### config.mk
export PLATFORM = sky130hd
export DESIGN_NAME = adc_sequencing_power_control
export DESIGN_NICKNAME = d
export VERILOG_FILES = /design/src/rtl/adc_ctrl_pkg.sv /design/src/rtl/adc_sequencing_power_control.sv /design/src/rtl/pair_converter.sv
export SDC_FILE = /design/constraint.sdc
export NUM_CORES = 1
export LEC_CHECK = 0
export ABC_AREA = 1
export BUFFER_PORTS_ARGS = -buffer_cell sky130_fd_sc_hd__clkbuf_2
export CORE_ASPECT_RATIO = 0.7
export CORE_UTILIZATION = 50
export CTS_CLUSTER_SIZE = 14
export DETAILED_ROUTE_END_ITERATION = 8
export GPL_TIMING_DRIVEN = 0
export PLACE_DENSITY = 0.69
export SLEW_MARGIN = 25
export SYNTH_ARGS = -nofsm -noshare
export SYNTH_HDL_FRONTEND = slang
export SYNTH_SLANG_ARGS = --single-unit
### constraint.sdc
create_clock -name clock_in -period 2 [get_ports clock_in]
set_input_delay 0.2 -clock clock_in [delete_from_list [all_inputs] [get_ports clock_in]]
set_output_delay 0.2 -clock clock_in [all_outputs]
set_load 0.005 [all_outputs]
### src/rtl/adc_ctrl_pkg.sv
package adc_ctrl_pkg;
	localparam int CLOCK_HZ = 125_000_000;
	localparam int SETTLE_TIME_MS = 10;
	localparam int SETTLE_CYCLES_DEF = SETTLE_TIME_MS * (CLOCK_HZ / 1000);
	localparam int SETTLE_CNT_W = 21;
	localparam int PAIRS = 3;
	localparam int SYNC_W = 6;
	localparam int WAKE_CCLK = 6;
	localparam int AUTO_SLEEP_HALF_CCLK = 49;
	localparam int CONV_CCLK = AUTO_SLEEP_HALF_CCLK / 2 - WAKE_CCLK;
	localparam logic [4:0] WAKE_LAST = 5'(WAKE_CCLK - 1);
	localparam logic [4:0] CONV_LAST = 5'(CONV_CCLK - 1);
	localparam logic [3:0] INT_CCLK_LAST = 4'h3;
	localparam logic [15:0] SIGN_FLIP = 16'h8000;
	localparam int BIT_EXTERNAL_CLOCK_SELECT = 11;
	localparam int BIT_PD_LSB = 13;
	localparam int BIT_BUSY_POL = 20;
	localparam int BIT_AUTO_SLEEP = 22;
	localparam int BIT_SEQ = 23;
	localparam int BIT_EN_LSB = 29;
	localparam logic [31:0] CTRL_RESET = 32'h0000_03FF;
	localparam logic [31:0] CTRL_WMASK = 32'hFFF7_EFFF;
	localparam logic [7:0] OFS_CTRL = 8'h00;
	localparam logic [7:0] OFS_STATUS = 8'h04;
	localparam logic [7:0] OFS_IRQ_STAT = 8'h08;
	localparam logic [7:0] OFS_IRQ_MASK = 8'h0C;
	localparam logic [7:0] OFS_RESULT0 = 8'h10;
	localparam logic [7:0] OFS_STEP = 8'h04;
	localparam int IRQ_W = 5;
	localparam int IRQ_STANDBY_N_READY = 3;
	localparam int IRQ_PAIR_READY = 4;
	localparam logic [IRQ_W-1:0] IRQ_RESET = 5'h00;
	typedef enum logic [1:0] {PAIR_IDLE, PAIR_WAKE, PAIR_CONV} pair_state_t;
endpackage

### src/rtl/adc_sequencing_power_control.sv
// Chosen here: strobed register access and the register addresses.
`timescale 1ns/1ps
`default_nettype none
// Functional notes
// - Sequential mode needs external clock and enable
// - Sequential finish: busy inactive one conversion clock
// - Results are sixteen-bit two's complement
// - Reset aborts, defaults control, samples all
// - Standby powers down all but interface
// - Ten milliseconds settle after standby release
// - Standby keeps control register, no reset needed
// - Per-pair power-down, ten milliseconds to resettle
// - Reference off only when all pairs down
// - Auto-sleep enters reduced power at busy fall
// - Start edge wakes; convert six clocks later
// - Auto-sleep cycle is 24.5 conversion clocks; code uses 24 (6 wake plus 18 conversion)
// - Reference stays on during auto-sleep
// - Power-down software only, immediate both ways
// - Polarity bit zero high busy, one low
module adc_sequencing_power_control
	import adc_ctrl_pkg::*;
#(
	parameter int SETTLE_CYCLES = SETTLE_CYCLES_DEF
) (
	input wire logic clock_in,
	input wire logic resetn_in,
	input wire logic [7:0] addr_in,
	input wire logic [31:0] wr_data_in,
	input wire logic wr_strobe_in,
	input wire logic rd_strobe_in,
	input wire logic [2:0] pair_conversion_start_in,
	input wire logic standby_n_in,
	input wire logic software_mode_select_in,
	input wire logic conv_clock_in,
	input wire logic [95:0] sar_code_in,
	output logic [31:0] rd_data_out,
	output logic busy_out,
	output logic irq_out,
	output logic [2:0] pair_power_on_out,
	output logic reference_on_out,
	output logic reduced_power_out,
	output logic ready_out
);
	localparam logic [SETTLE_CNT_W-1:0] SETTLE_LOAD = SETTLE_CNT_W'(SETTLE_CYCLES);
	localparam logic [SETTLE_CNT_W-1:0] CNT_ZERO = '0;
	localparam logic [SETTLE_CNT_W-1:0] CNT_ONE = SETTLE_CNT_W'(1);
	// Pins reset to their idle levels, so no false edge follows reset
	localparam logic [SYNC_W-1:0] PIN_IDLE = 6'h08;

	function automatic logic hit(input logic [7:0] a, input logic [7:0] ofs);
		hit = (a == ofs);
	endfunction

	// Pin synchronisers
	logic [SYNC_W-1:0] meta_r, sync_r, prev_r;
	wire [SYNC_W-1:0] pins_w = {conv_clock_in, software_mode_select_in, standby_n_in,
		pair_conversion_start_in};

	always_ff @(posedge clock_in or negedge resetn_in) begin
		if (!resetn_in) begin
			meta_r <= PIN_IDLE;
			sync_r <= PIN_IDLE;
			prev_r <= PIN_IDLE;
		end else begin
			meta_r <= pins_w;
			sync_r <= meta_r;
			prev_r <= sync_r;
		end
	end

	wire [2:0] start_rise_w = sync_r[2:0] & ~prev_r[2:0];
	wire standby_w = !sync_r[3];
	wire standby_release_w = sync_r[3] && !prev_r[3];
	wire sw_mode_w = sync_r[4];
	wire ext_rise_w = sync_r[5] && !prev_r[5];

	// Control register and derived modes
	logic [31:0] ctrl_r;
	logic [IRQ_W-1:0] irq_stat_r, irq_mask_r;
	wire [2:0] pd_bits_w = ctrl_r[BIT_PD_LSB+2:BIT_PD_LSB];
	wire [2:0] en_bits_w = ctrl_r[BIT_EN_LSB+2:BIT_EN_LSB];
	wire external_clock_select_w = ctrl_r[BIT_EXTERNAL_CLOCK_SELECT];
	wire busy_pol_w = ctrl_r[BIT_BUSY_POL];
	wire auto_sleep_w = ctrl_r[BIT_AUTO_SLEEP];
	wire seq_active_w = sw_mode_w && external_clock_select_w && ctrl_r[BIT_SEQ];
	wire [2:0] pd_eff_w = pd_bits_w & {3{sw_mode_w}};

	wire wr_ctrl_w = wr_strobe_in && hit(addr_in, OFS_CTRL);
	wire wr_irq_stat_w = wr_strobe_in && hit(addr_in, OFS_IRQ_STAT);
	wire wr_irq_mask_w = wr_strobe_in && hit(addr_in, OFS_IRQ_MASK);

	// Conversion clock: internal divider or external pin
	logic [3:0] div_r;
	wire int_tick_w = (div_r == INT_CCLK_LAST);
	wire cclk_tick_w = (sw_mode_w && external_clock_select_w) ? ext_rise_w : int_tick_w;

	always_ff @(posedge clock_in or negedge resetn_in) begin
		if (!resetn_in) begin
			div_r <= 4'h0;
		end else begin
			div_r <= int_tick_w ? 4'h0 : div_r + 4'h1;
		end
	end

	// Settling counters: three pairs and standby
	logic [3:0] pd_q_r;
	wire [3:0] settle_load_w = {standby_w || standby_release_w, pd_eff_w | (pd_q_r[2:0] & ~pd_eff_w)};
	logic [SETTLE_CNT_W-1:0] settle_cnt_r [4];
	wire [3:0] settle_zero_w;
	wire [3:0] settle_done_w;

	genvar gi;
	generate
		for (gi = 0; gi < 4; gi++) begin : g_settle
			always_ff @(posedge clock_in or negedge resetn_in) begin
				if (!resetn_in) begin
					settle_cnt_r[gi] <= CNT_ZERO;
				end else if (settle_load_w[gi]) begin
					settle_cnt_r[gi] <= SETTLE_LOAD;
				end else if (settle_cnt_r[gi] != CNT_ZERO) begin
					settle_cnt_r[gi] <= settle_cnt_r[gi] - CNT_ONE;
				end
			end
			assign settle_zero_w[gi] = (settle_cnt_r[gi] == CNT_ZERO);
			assign settle_done_w[gi] = (settle_cnt_r[gi] == CNT_ONE) && !settle_load_w[gi];
		end
	endgenerate

	always_ff @(posedge clock_in or negedge resetn_in) begin
		if (!resetn_in) begin
			pd_q_r <= 4'h0;
		end else begin
			pd_q_r <= {1'b0, pd_eff_w};
		end
	end

	wire standby_n_ready_w = settle_zero_w[3] && !standby_w;
	wire [2:0] pair_ready_w = settle_zero_w[2:0] & ~pd_eff_w;

	// Channel pairs
	logic sleep_r;
	wire [2:0] pair_ok_w = en_bits_w & pair_ready_w & {3{standby_n_ready_w}};
	wire [2:0] start_ok_w = start_rise_w & pair_ok_w;
	wire [2:0] abort_w = pd_eff_w | {3{standby_w}};
	wire [2:0] pair_busy_w;
	wire [2:0] pair_done_w;
	wire [31:0] result_w [3];

	generate
		for (gi = 0; gi < PAIRS; gi++) begin : g_pair
			pair_converter u_pair (
				.clock_in(clock_in),
				.resetn_in(resetn_in),
				.tick_in(cclk_tick_w),
				.start_in(start_ok_w[gi]),
				.sleep_in(sleep_r),
				.abort_in(abort_w[gi]),
				.code_in(sar_code_in[32*gi+31:32*gi]),
				.busy_out(pair_busy_w[gi]),
				.done_out(pair_done_w[gi]),
				.result_out(result_w[gi])
			);
		end
	endgenerate

	// Busy, sequential gap and auto-sleep
	logic busy_q_r, gap_r;
	wire busy_raw_w = |pair_busy_w;
	wire busy_fall_w = busy_q_r && !busy_raw_w;
	wire gap_set_w = seq_active_w && (|pair_done_w) && busy_raw_w;
	wire gap_nxt = gap_set_w ? 1'b1 : (cclk_tick_w ? 1'b0 : gap_r);
	wire sleep_nxt = (|start_ok_w) ? 1'b0 :
		(!auto_sleep_w ? 1'b0 : (busy_fall_w ? 1'b1 : sleep_r));

	always_ff @(posedge clock_in or negedge resetn_in) begin
		if (!resetn_in) begin
			busy_q_r <= 1'b0;
			gap_r <= 1'b0;
			sleep_r <= 1'b0;
		end else begin
			busy_q_r <= busy_raw_w;
			gap_r <= gap_nxt;
			sleep_r <= sleep_nxt;
		end
	end

	// Registers
	wire [IRQ_W-1:0] irq_event_w = {|settle_done_w[2:0], settle_done_w[3], pair_done_w};
	wire [IRQ_W-1:0] irq_stat_nxt = (irq_stat_r & ~(wr_irq_stat_w ? wr_data_in[IRQ_W-1:0] :
		IRQ_RESET)) | irq_event_w;
	wire [31:0] status_w = {19'h0_0000, sleep_r, reference_on_out, busy_raw_w, standby_n_ready_w,
		pair_power_on_out, pair_ready_w, pair_busy_w};
	wire [31:0] rd_mux_w = hit(addr_in, OFS_CTRL) ? ctrl_r :
		hit(addr_in, OFS_STATUS) ? status_w :
		hit(addr_in, OFS_IRQ_STAT) ? {27'h000_0000, irq_stat_r} :
		hit(addr_in, OFS_IRQ_MASK) ? {27'h000_0000, irq_mask_r} :
		hit(addr_in, OFS_RESULT0) ? result_w[0] :
		hit(addr_in, OFS_RESULT0 + OFS_STEP) ? result_w[1] :
		hit(addr_in, OFS_RESULT0 + OFS_STEP + OFS_STEP) ? result_w[2] : 32'h0000_0000;

	always_ff @(posedge clock_in or negedge resetn_in) begin
		if (!resetn_in) begin
			ctrl_r <= CTRL_RESET;
			irq_stat_r <= IRQ_RESET;
			irq_mask_r <= IRQ_RESET;
			rd_data_out <= 32'h0000_0000;
		end else begin
			// Standby leaves the control register to software alone
			if (wr_ctrl_w) begin
				ctrl_r <= wr_data_in & CTRL_WMASK;
			end
			if (wr_irq_mask_w) begin
				irq_mask_r <= wr_data_in[IRQ_W-1:0];
			end
			irq_stat_r <= irq_stat_nxt;
			rd_data_out <= rd_strobe_in ? rd_mux_w : 32'h0000_0000;
		end
	end

	// Registered pin outputs
	always_ff @(posedge clock_in or negedge resetn_in) begin
		if (!resetn_in) begin
			busy_out <= 1'b0;
			irq_out <= 1'b0;
			pair_power_on_out <= 3'h0;
			reference_on_out <= 1'b0;
			reduced_power_out <= 1'b0;
			ready_out <= 1'b0;
		end else begin
			busy_out <= (busy_raw_w && !gap_nxt) ^ busy_pol_w;
			irq_out <= |(irq_stat_nxt & irq_mask_r);
			pair_power_on_out <= ~pd_eff_w & {3{!standby_w}};
			reference_on_out <= !standby_w && (pd_eff_w != 3'h7);
			reduced_power_out <= sleep_nxt;
			ready_out <= standby_n_ready_w;
		end
	end

	chk_seq_gate_only: assert property (@(posedge clock_in) disable iff (!resetn_in)
		(busy_raw_w && !seq_active_w && !gap_r) |=> (busy_out != $past(busy_pol_w)))
		else $error("busy gap outside sequential mode");
	chk_gap_one_cclk: assert property (@(posedge clock_in) disable iff (!resetn_in)
		(gap_r && cclk_tick_w && !gap_set_w) |=> !gap_r)
		else $error("busy gap longer than one conversion clock");
	chk_gap_busy_level: assert property (@(posedge clock_in) disable iff (!resetn_in)
		gap_set_w |=> (busy_out == $past(busy_pol_w)))
		else $error("busy not inactive during sequential gap");
	chk_result_format: assert property (@(posedge clock_in) disable iff (!resetn_in)
		pair_done_w[0] |-> result_w[0][15:0] == ($past(sar_code_in[15:0]) ^ SIGN_FLIP))
		else $error("result not two's complement");
	chk_standby_powers: assert property (@(posedge clock_in) disable iff (!resetn_in)
		standby_w |=> (pair_power_on_out == 3'h0 && !reference_on_out && !busy_raw_w))
		else $error("standby did not power down");
	chk_standby_ctrl: assert property (@(posedge clock_in) disable iff (!resetn_in)
		(standby_w && !wr_ctrl_w) |=> $stable(ctrl_r))
		else $error("control register changed in standby");
	chk_settle_hold: assert property (@(posedge clock_in) disable iff (!resetn_in)
		standby_release_w |=> (!ready_out && !(|start_ok_w)) [*2])
		else $error("ready too early after standby");
	chk_pair_settle: assert property (@(posedge clock_in) disable iff (!resetn_in)
		$fell(pd_eff_w[0]) |-> !pair_ok_w[0] ##1 !pair_ok_w[0])
		else $error("pair usable before settling");
	chk_ref_all_down: assert property (@(posedge clock_in) disable iff (!resetn_in)
		(pd_eff_w == 3'h7) |=> !reference_on_out)
		else $error("reference on with all pairs down");
	chk_ref_in_sleep: assert property (@(posedge clock_in) disable iff (!resetn_in)
		(sleep_r && !standby_w && pd_eff_w != 3'h7) |=> reference_on_out)
		else $error("reference off during auto-sleep");
	chk_sleep_at_fall: assert property (@(posedge clock_in) disable iff (!resetn_in)
		(auto_sleep_w && busy_fall_w && !(|start_ok_w)) |=> reduced_power_out && sleep_r)
		else $error("no sleep at busy fall");
	chk_wake_on_start: assert property (@(posedge clock_in) disable iff (!resetn_in)
		(sleep_r && |start_ok_w) |=> !reduced_power_out && busy_raw_w)
		else $error("start edge did not wake");
	chk_pd_sw_only: assert property (@(posedge clock_in) disable iff (!resetn_in)
		(!sw_mode_w && !standby_w) |=> pair_power_on_out == 3'h7)
		else $error("pair powered down in hardware mode");

	// Bus, interrupt and power checks
	chk_busy_idle_level: assert property (@(posedge clock_in) disable iff (!resetn_in)
		!busy_raw_w |=> (busy_out == $past(busy_pol_w)))
		else $error("busy not at idle level");
	chk_irq_level: assert property (@(posedge clock_in) disable iff (!resetn_in)
		irq_out == |(irq_stat_r & $past(irq_mask_r)))
		else $error("interrupt level wrong");
	chk_irq_sticky: assert property (@(posedge clock_in) disable iff (!resetn_in)
		(irq_stat_r[0] && !(wr_irq_stat_w && wr_data_in[0])) |=> irq_stat_r[0])
		else $error("status bit lost without clear");
	chk_irq_set_wins: assert property (@(posedge clock_in) disable iff (!resetn_in)
		pair_done_w[0] |=> irq_stat_r[0])
		else $error("done event not recorded");
	chk_rd_idle_zero: assert property (@(posedge clock_in) disable iff (!resetn_in)
		!rd_strobe_in |=> (rd_data_out == 32'h0000_0000))
		else $error("read data outside read cycle");
	chk_rd_ctrl_value: assert property (@(posedge clock_in) disable iff (!resetn_in)
		(rd_strobe_in && hit(addr_in, OFS_CTRL)) |=> (rd_data_out == $past(ctrl_r)))
		else $error("control read wrong");
	chk_ctrl_reserved: assert property (@(posedge clock_in) disable iff (!resetn_in)
		(ctrl_r & ~CTRL_WMASK) == 32'h0000_0000)
		else $error("reserved control bit set");
	chk_sleep_off_clear: assert property (@(posedge clock_in) disable iff (!resetn_in)
		!auto_sleep_w |=> !reduced_power_out)
		else $error("sleep without auto-sleep enabled");
	chk_sleep_wake: assert property (@(posedge clock_in) disable iff (!resetn_in)
		(|start_ok_w) |=> !sleep_r)
		else $error("start did not clear sleep");
	chk_conv_accept: assert property (@(posedge clock_in) disable iff (!resetn_in)
		(start_ok_w[0] && !pair_busy_w[0]) |=> pair_busy_w[0])
		else $error("accepted start did not begin");
	chk_pd_immediate: assert property (@(posedge clock_in) disable iff (!resetn_in)
		pd_eff_w[0] |=> (!pair_power_on_out[0] && !pair_busy_w[0]))
		else $error("power-down not immediate");
	chk_pd_power_back: assert property (@(posedge clock_in) disable iff (!resetn_in)
		(!pd_eff_w[0] && !standby_w) |=> pair_power_on_out[0])
		else $error("pair not powered after clear");
	chk_pd_not_ready: assert property (@(posedge clock_in) disable iff (!resetn_in)
		pd_eff_w[1] |=> !pair_ready_w[1])
		else $error("powered-down pair reported ready");
	chk_start_refused: assert property (@(posedge clock_in) disable iff (!resetn_in)
		(start_rise_w[0] && !pair_ok_w[0] && !pair_busy_w[0]) |=> !pair_busy_w[0])
		else $error("refused start began a conversion");
	chk_ref_on_normal: assert property (@(posedge clock_in) disable iff (!resetn_in)
		(!standby_w && pd_eff_w != 3'h7) |=> reference_on_out)
		else $error("reference off with a pair up");
	chk_standby_ready: assert property (@(posedge clock_in) disable iff (!resetn_in)
		standby_w |=> !ready_out)
		else $error("ready during standby");
	chk_settle_not_ready: assert property (@(posedge clock_in) disable iff (!resetn_in)
		(settle_cnt_r[3] != CNT_ZERO) |=> !ready_out)
		else $error("ready while settle count runs");
	chk_settle_done_irq: assert property (@(posedge clock_in) disable iff (!resetn_in)
		settle_done_w[3] |=> irq_stat_r[IRQ_STANDBY_N_READY])
		else $error("settle end not recorded");
	chk_hw_mode_clock: assert property (@(posedge clock_in) disable iff (!resetn_in)
		!sw_mode_w |-> (cclk_tick_w == int_tick_w))
		else $error("external clock used in hardware mode");
endmodule
`default_nettype wire

### src/rtl/pair_converter.sv
`timescale 1ns/1ps
`default_nettype none
module pair_converter
	import adc_ctrl_pkg::*;
(
	input wire logic clock_in,
	input wire logic resetn_in,
	input wire logic tick_in,
	input wire logic start_in,
	input wire logic sleep_in,
	input wire logic abort_in,
	input wire logic [31:0] code_in,
	output logic busy_out,
	output logic done_out,
	output logic [31:0] result_out
);
	pair_state_t state_r, state_nxt;
	logic [4:0] cnt_r, cnt_nxt;
	logic done_r, done_nxt;
	logic [31:0] result_r;

	always_comb begin
		state_nxt = state_r;
		cnt_nxt = cnt_r;
		done_nxt = 1'b0;
		case (state_r)
			PAIR_IDLE: begin
				if (start_in) begin
					cnt_nxt = 5'h00;
					// Sleeping pair spends the wake delay acquiring first
					state_nxt = sleep_in ? PAIR_WAKE : PAIR_CONV;
				end
			end
			PAIR_WAKE: begin
				if (tick_in) begin
					if (cnt_r == WAKE_LAST) begin
						cnt_nxt = 5'h00;
						state_nxt = PAIR_CONV;
					end else begin
						cnt_nxt = cnt_r + 5'h01;
					end
				end
			end
			PAIR_CONV: begin
				if (tick_in) begin
					// Wake plus conversion fill the auto-sleep cycle
					if (cnt_r == CONV_LAST) begin
						state_nxt = PAIR_IDLE;
						done_nxt = 1'b1;
					end else begin
						cnt_nxt = cnt_r + 5'h01;
					end
				end
			end
			default: begin
				state_nxt = PAIR_IDLE;
			end
		endcase
		if (abort_in) begin
			state_nxt = PAIR_IDLE;
			cnt_nxt = 5'h00;
			done_nxt = 1'b0;
		end
	end

	always_ff @(posedge clock_in or negedge resetn_in) begin
		if (!resetn_in) begin
			state_r <= PAIR_IDLE;
			cnt_r <= 5'h00;
			done_r <= 1'b0;
			result_r <= 32'h0000_0000;
		end else begin
			state_r <= state_nxt;
			cnt_r <= cnt_nxt;
			done_r <= done_nxt;
			if (done_nxt) begin
				// Offset code to two's complement
				result_r <= {code_in[31:16] ^ SIGN_FLIP, code_in[15:0] ^ SIGN_FLIP};
			end
		end
	end

	assign busy_out = (state_r != PAIR_IDLE);
	assign done_out = done_r;
	assign result_out = result_r;

	chk_wake_then_conv: assert property (@(posedge clock_in) disable iff (!resetn_in)
		(state_r == PAIR_IDLE && start_in && sleep_in && !abort_in) |=> state_r == PAIR_WAKE)
		else $error("sleeping pair did not enter wake delay");
endmodule
`default_nettype wire

==> out/metrics.cfg <==
[timing]
finClkSkew_ns=0.0159
fmax_ghz=0.514
relSlewSlack_pct=43.6
post-route-min-period_ns=1.95
tightest_slew_ns=0.835
setup_viol=0
finalCritPeriodShare_pct=97.3
grt_setup_unrepaired=yes
fin_tns_setup_ns=0
drv_slew=0
hold_viol=0

[pwr]
vdd_drop_max_uv=667
p_leak_nw=9.46
power.density_nw_per_um2=883
p_clk_share_pct=33.6
switchingPower_w=0.00548
power.total_w=0.0174
p_int_w=0.0119
p_sw_share_pct=31.6
p_seq_share_pct=45.0
power_frac_comb_pct=21.4

[synth]
ys_types=51
syn_nets=2024
synth_cells=1850
async_flop_share_pct=100
syn-cell-area_um2=15400
yosysTopAreaCellShare_pct=48.2
synth_edf_count=0
synth_ff_type=dfrtp_1
post-synth-top-count-cell=nand2_1
yosys_warnings=0
synthTopCellsByArea=dfrtp_1 (48%), nand2_1 (16%), nor2_1 (3.9%)
ys_seq_area_share_pct=50.4
ys_ff_latch=310
synth_commonest_cells=nand2_1 (655), dfrtp_1 (297), nor2_1 (161), inv_1 (148), nand3_1 (77)
yosysTopAreaCell=dfrtp_1
avgSynthCellArea_um2=8.34

[die]
pin_count=186
die_x_um=212
die_area_um2=31600
num_rows=53
fp.dieH_um=149
core_um2=30200
start_util_pct=51.1

[setup_path]
cp_max_fo=10
cp_slowest_cell=dfstp_2
path_cells=inv_2 > nor2_4 > nand2_2 > nor2_2 > nand2_2 > inv_2 > buf_6 > nand2_1 > nand2_1
cp.arrival_ns=2.47
path_class=reg2reg
critPathLaunchType=flop
end_kind=flop
crit_required_ns=2.53
max_stage_delay_ns=0.61

[route]
wl_per_cell_um=16.8
via_per_inst=5.26
antenna_left=0
drc_errors=0
dr.pass1.iters=5
drt-total-wl_um=44900
drtIter0Drc=952
detailroute.via_count=14053

[cells_and_area]
drive_above_1_share_pct=20.5
fin_nets=2409
final_util_pct=65.2
syn2layout_area_growth_pct=27.4
stdcell_count=2672

[global_route]
grt_first_pass_wirelength_um=71300
overflow=0
grt_pass1_vias=13640
antenna_found_initial=3
grt.total_usage_pct=28.8
grt_max_degree=86

[place]
dp.final_hpwl_um=31800
port_buffers=183
place_inst=2449
place_congestion=0.936

[clock_network]
ctsLongestPathBuffers=3
clock_sinks=310
cts.htree.levels=1
clock-root-buffer=clkbuf_16
cts_made_buffers=30
cts_tree=done
insertion_delay_ns=0.58
path_clk_slew_ns=0.07

[job]
maxCapViolations=0

[min_path]
hold_class=in2reg

[status]
status=complete, no violations

## path summary, 6_finish.rpt
kind / from / endpoint / slack (ns) / depth (start not counted)
min in group asynchronous: resetn_in / settle_cnt_r[69] / 0.11 / 2
setup reg to reg: sync_r[3] / g_pair[1].u_pair.result_out[24] / 0.05 / 9
setup / recovery: sync_r[3] / g_pair[1].u_pair.result_out[24] / 0.05 / 9
hold reg to reg: meta_r[5] / sync_r[5] / 0.36 / 0
hold / removal: wr_strobe_in / ctrl_r[6] / 0.09 / 3
max in group asynchronous: resetn_in / ctrl_r[7] / 0.82 / 4
## critical path: cells and delay by family (launching register included)
kind	cells	cell delay [ns]
simple gates	6	0.72
flops	1	0.61
buf+inv	3	0.53
## layout make-up
cell class	instances	area [µm²]
antenna	1	2.50
buffer	48	304
clock buffer	42	876
clock inverter	14	141
fill	2490	10500
inverter	161	609
multi-input combinational	1331	6830
sequential	310	7780
tap	412	515
timing repair buffer	353	2610
## registers in the layout, summed over array words and instances, names as in the netlist, 3 cells and up
name / count
rd_data_out: 32
g_pair.u_pair.cnt_r: 15
prev_r: 5
meta_r: 6
div_r: 4
g_pair.u_pair.done_out: 3
irq_mask_r: 5
pair_power_on_out: 3
sync_r: 6
irq_stat_r: 5
pd_q_r: 3
g_pair.u_pair.result_out: 96
ctrl_r: 30
settle_cnt_r: 84
g_pair.u_pair.state_r: 6
## cell families after synthesis
group	after synthesis	share of synthesized area [%]
AND/OR/NAND/NOR	1088	31.0
flip-flops	310	50.4
buffers and inverters	209	5.89
AO/OA/AOI/OAI	149	5.83
XOR/XNOR	40	2.27
adder cells (fa/ha/maj)	28	2.27
multiplexers	26	2.38
## per-layer routing
metal  vias up  part of all wire, %  track usage, %
met4         4                  3.0            8.48
li1       6737                    -               -
met2       552                   44            43.0
met1      6653                   45            42.2
met5         -                0.053               0
met3       107                  7.6            5.87
## what timing repair did
action                                  CTS  global route
pin swaps                                 0            15
buffers inserted                          0            32
gates cloned                              0             0
hold buffers                            134             0
endpoints found under the setup margin    6            79
endpoints found under the hold margin   285             0
gates resized for setup                   1            26
## placed cells by master, fill, tap and decap left out, types with 44 or more instances in the layout
cell type,n
dfrtp_1,295
nand4_1,44
nor3_1,44
nand2_1,654
clkbuf_2,183
inv_1,143
nor2_1,151
o21ai_0,50
dlygate4sd3_1,134
nand3_1,77
## metrics by stage
stage	cell area (µm²)	hold WS (ns)	setup WS [ns]
finish	19700	0.0875	0.0542
floorplan	15400	-0.0956	0.390
global placement	16900	0.291	-5.99
global route	19700	0.102	-0.0118
CTS	19300	0.0671	0.0486
detailed placement	17000	0.139	-0.0154
## power by group through the flow
stage	Combinational, W	Clock [W]	Sequential [W]
3_3_place_gp	0.00319	0	0.00785
4_1_cts	0.00354	0.00592	0.00777
6_report	0.00371	0.00584	0.00781
5_1_grt	0.00421	0.00615	0.00791
2_1_floorplan	0.00243	0	0.00766
3_5_place_dp	0.00331	0	0.00786
No activity file was read; power rests on OpenSTA's default activity.
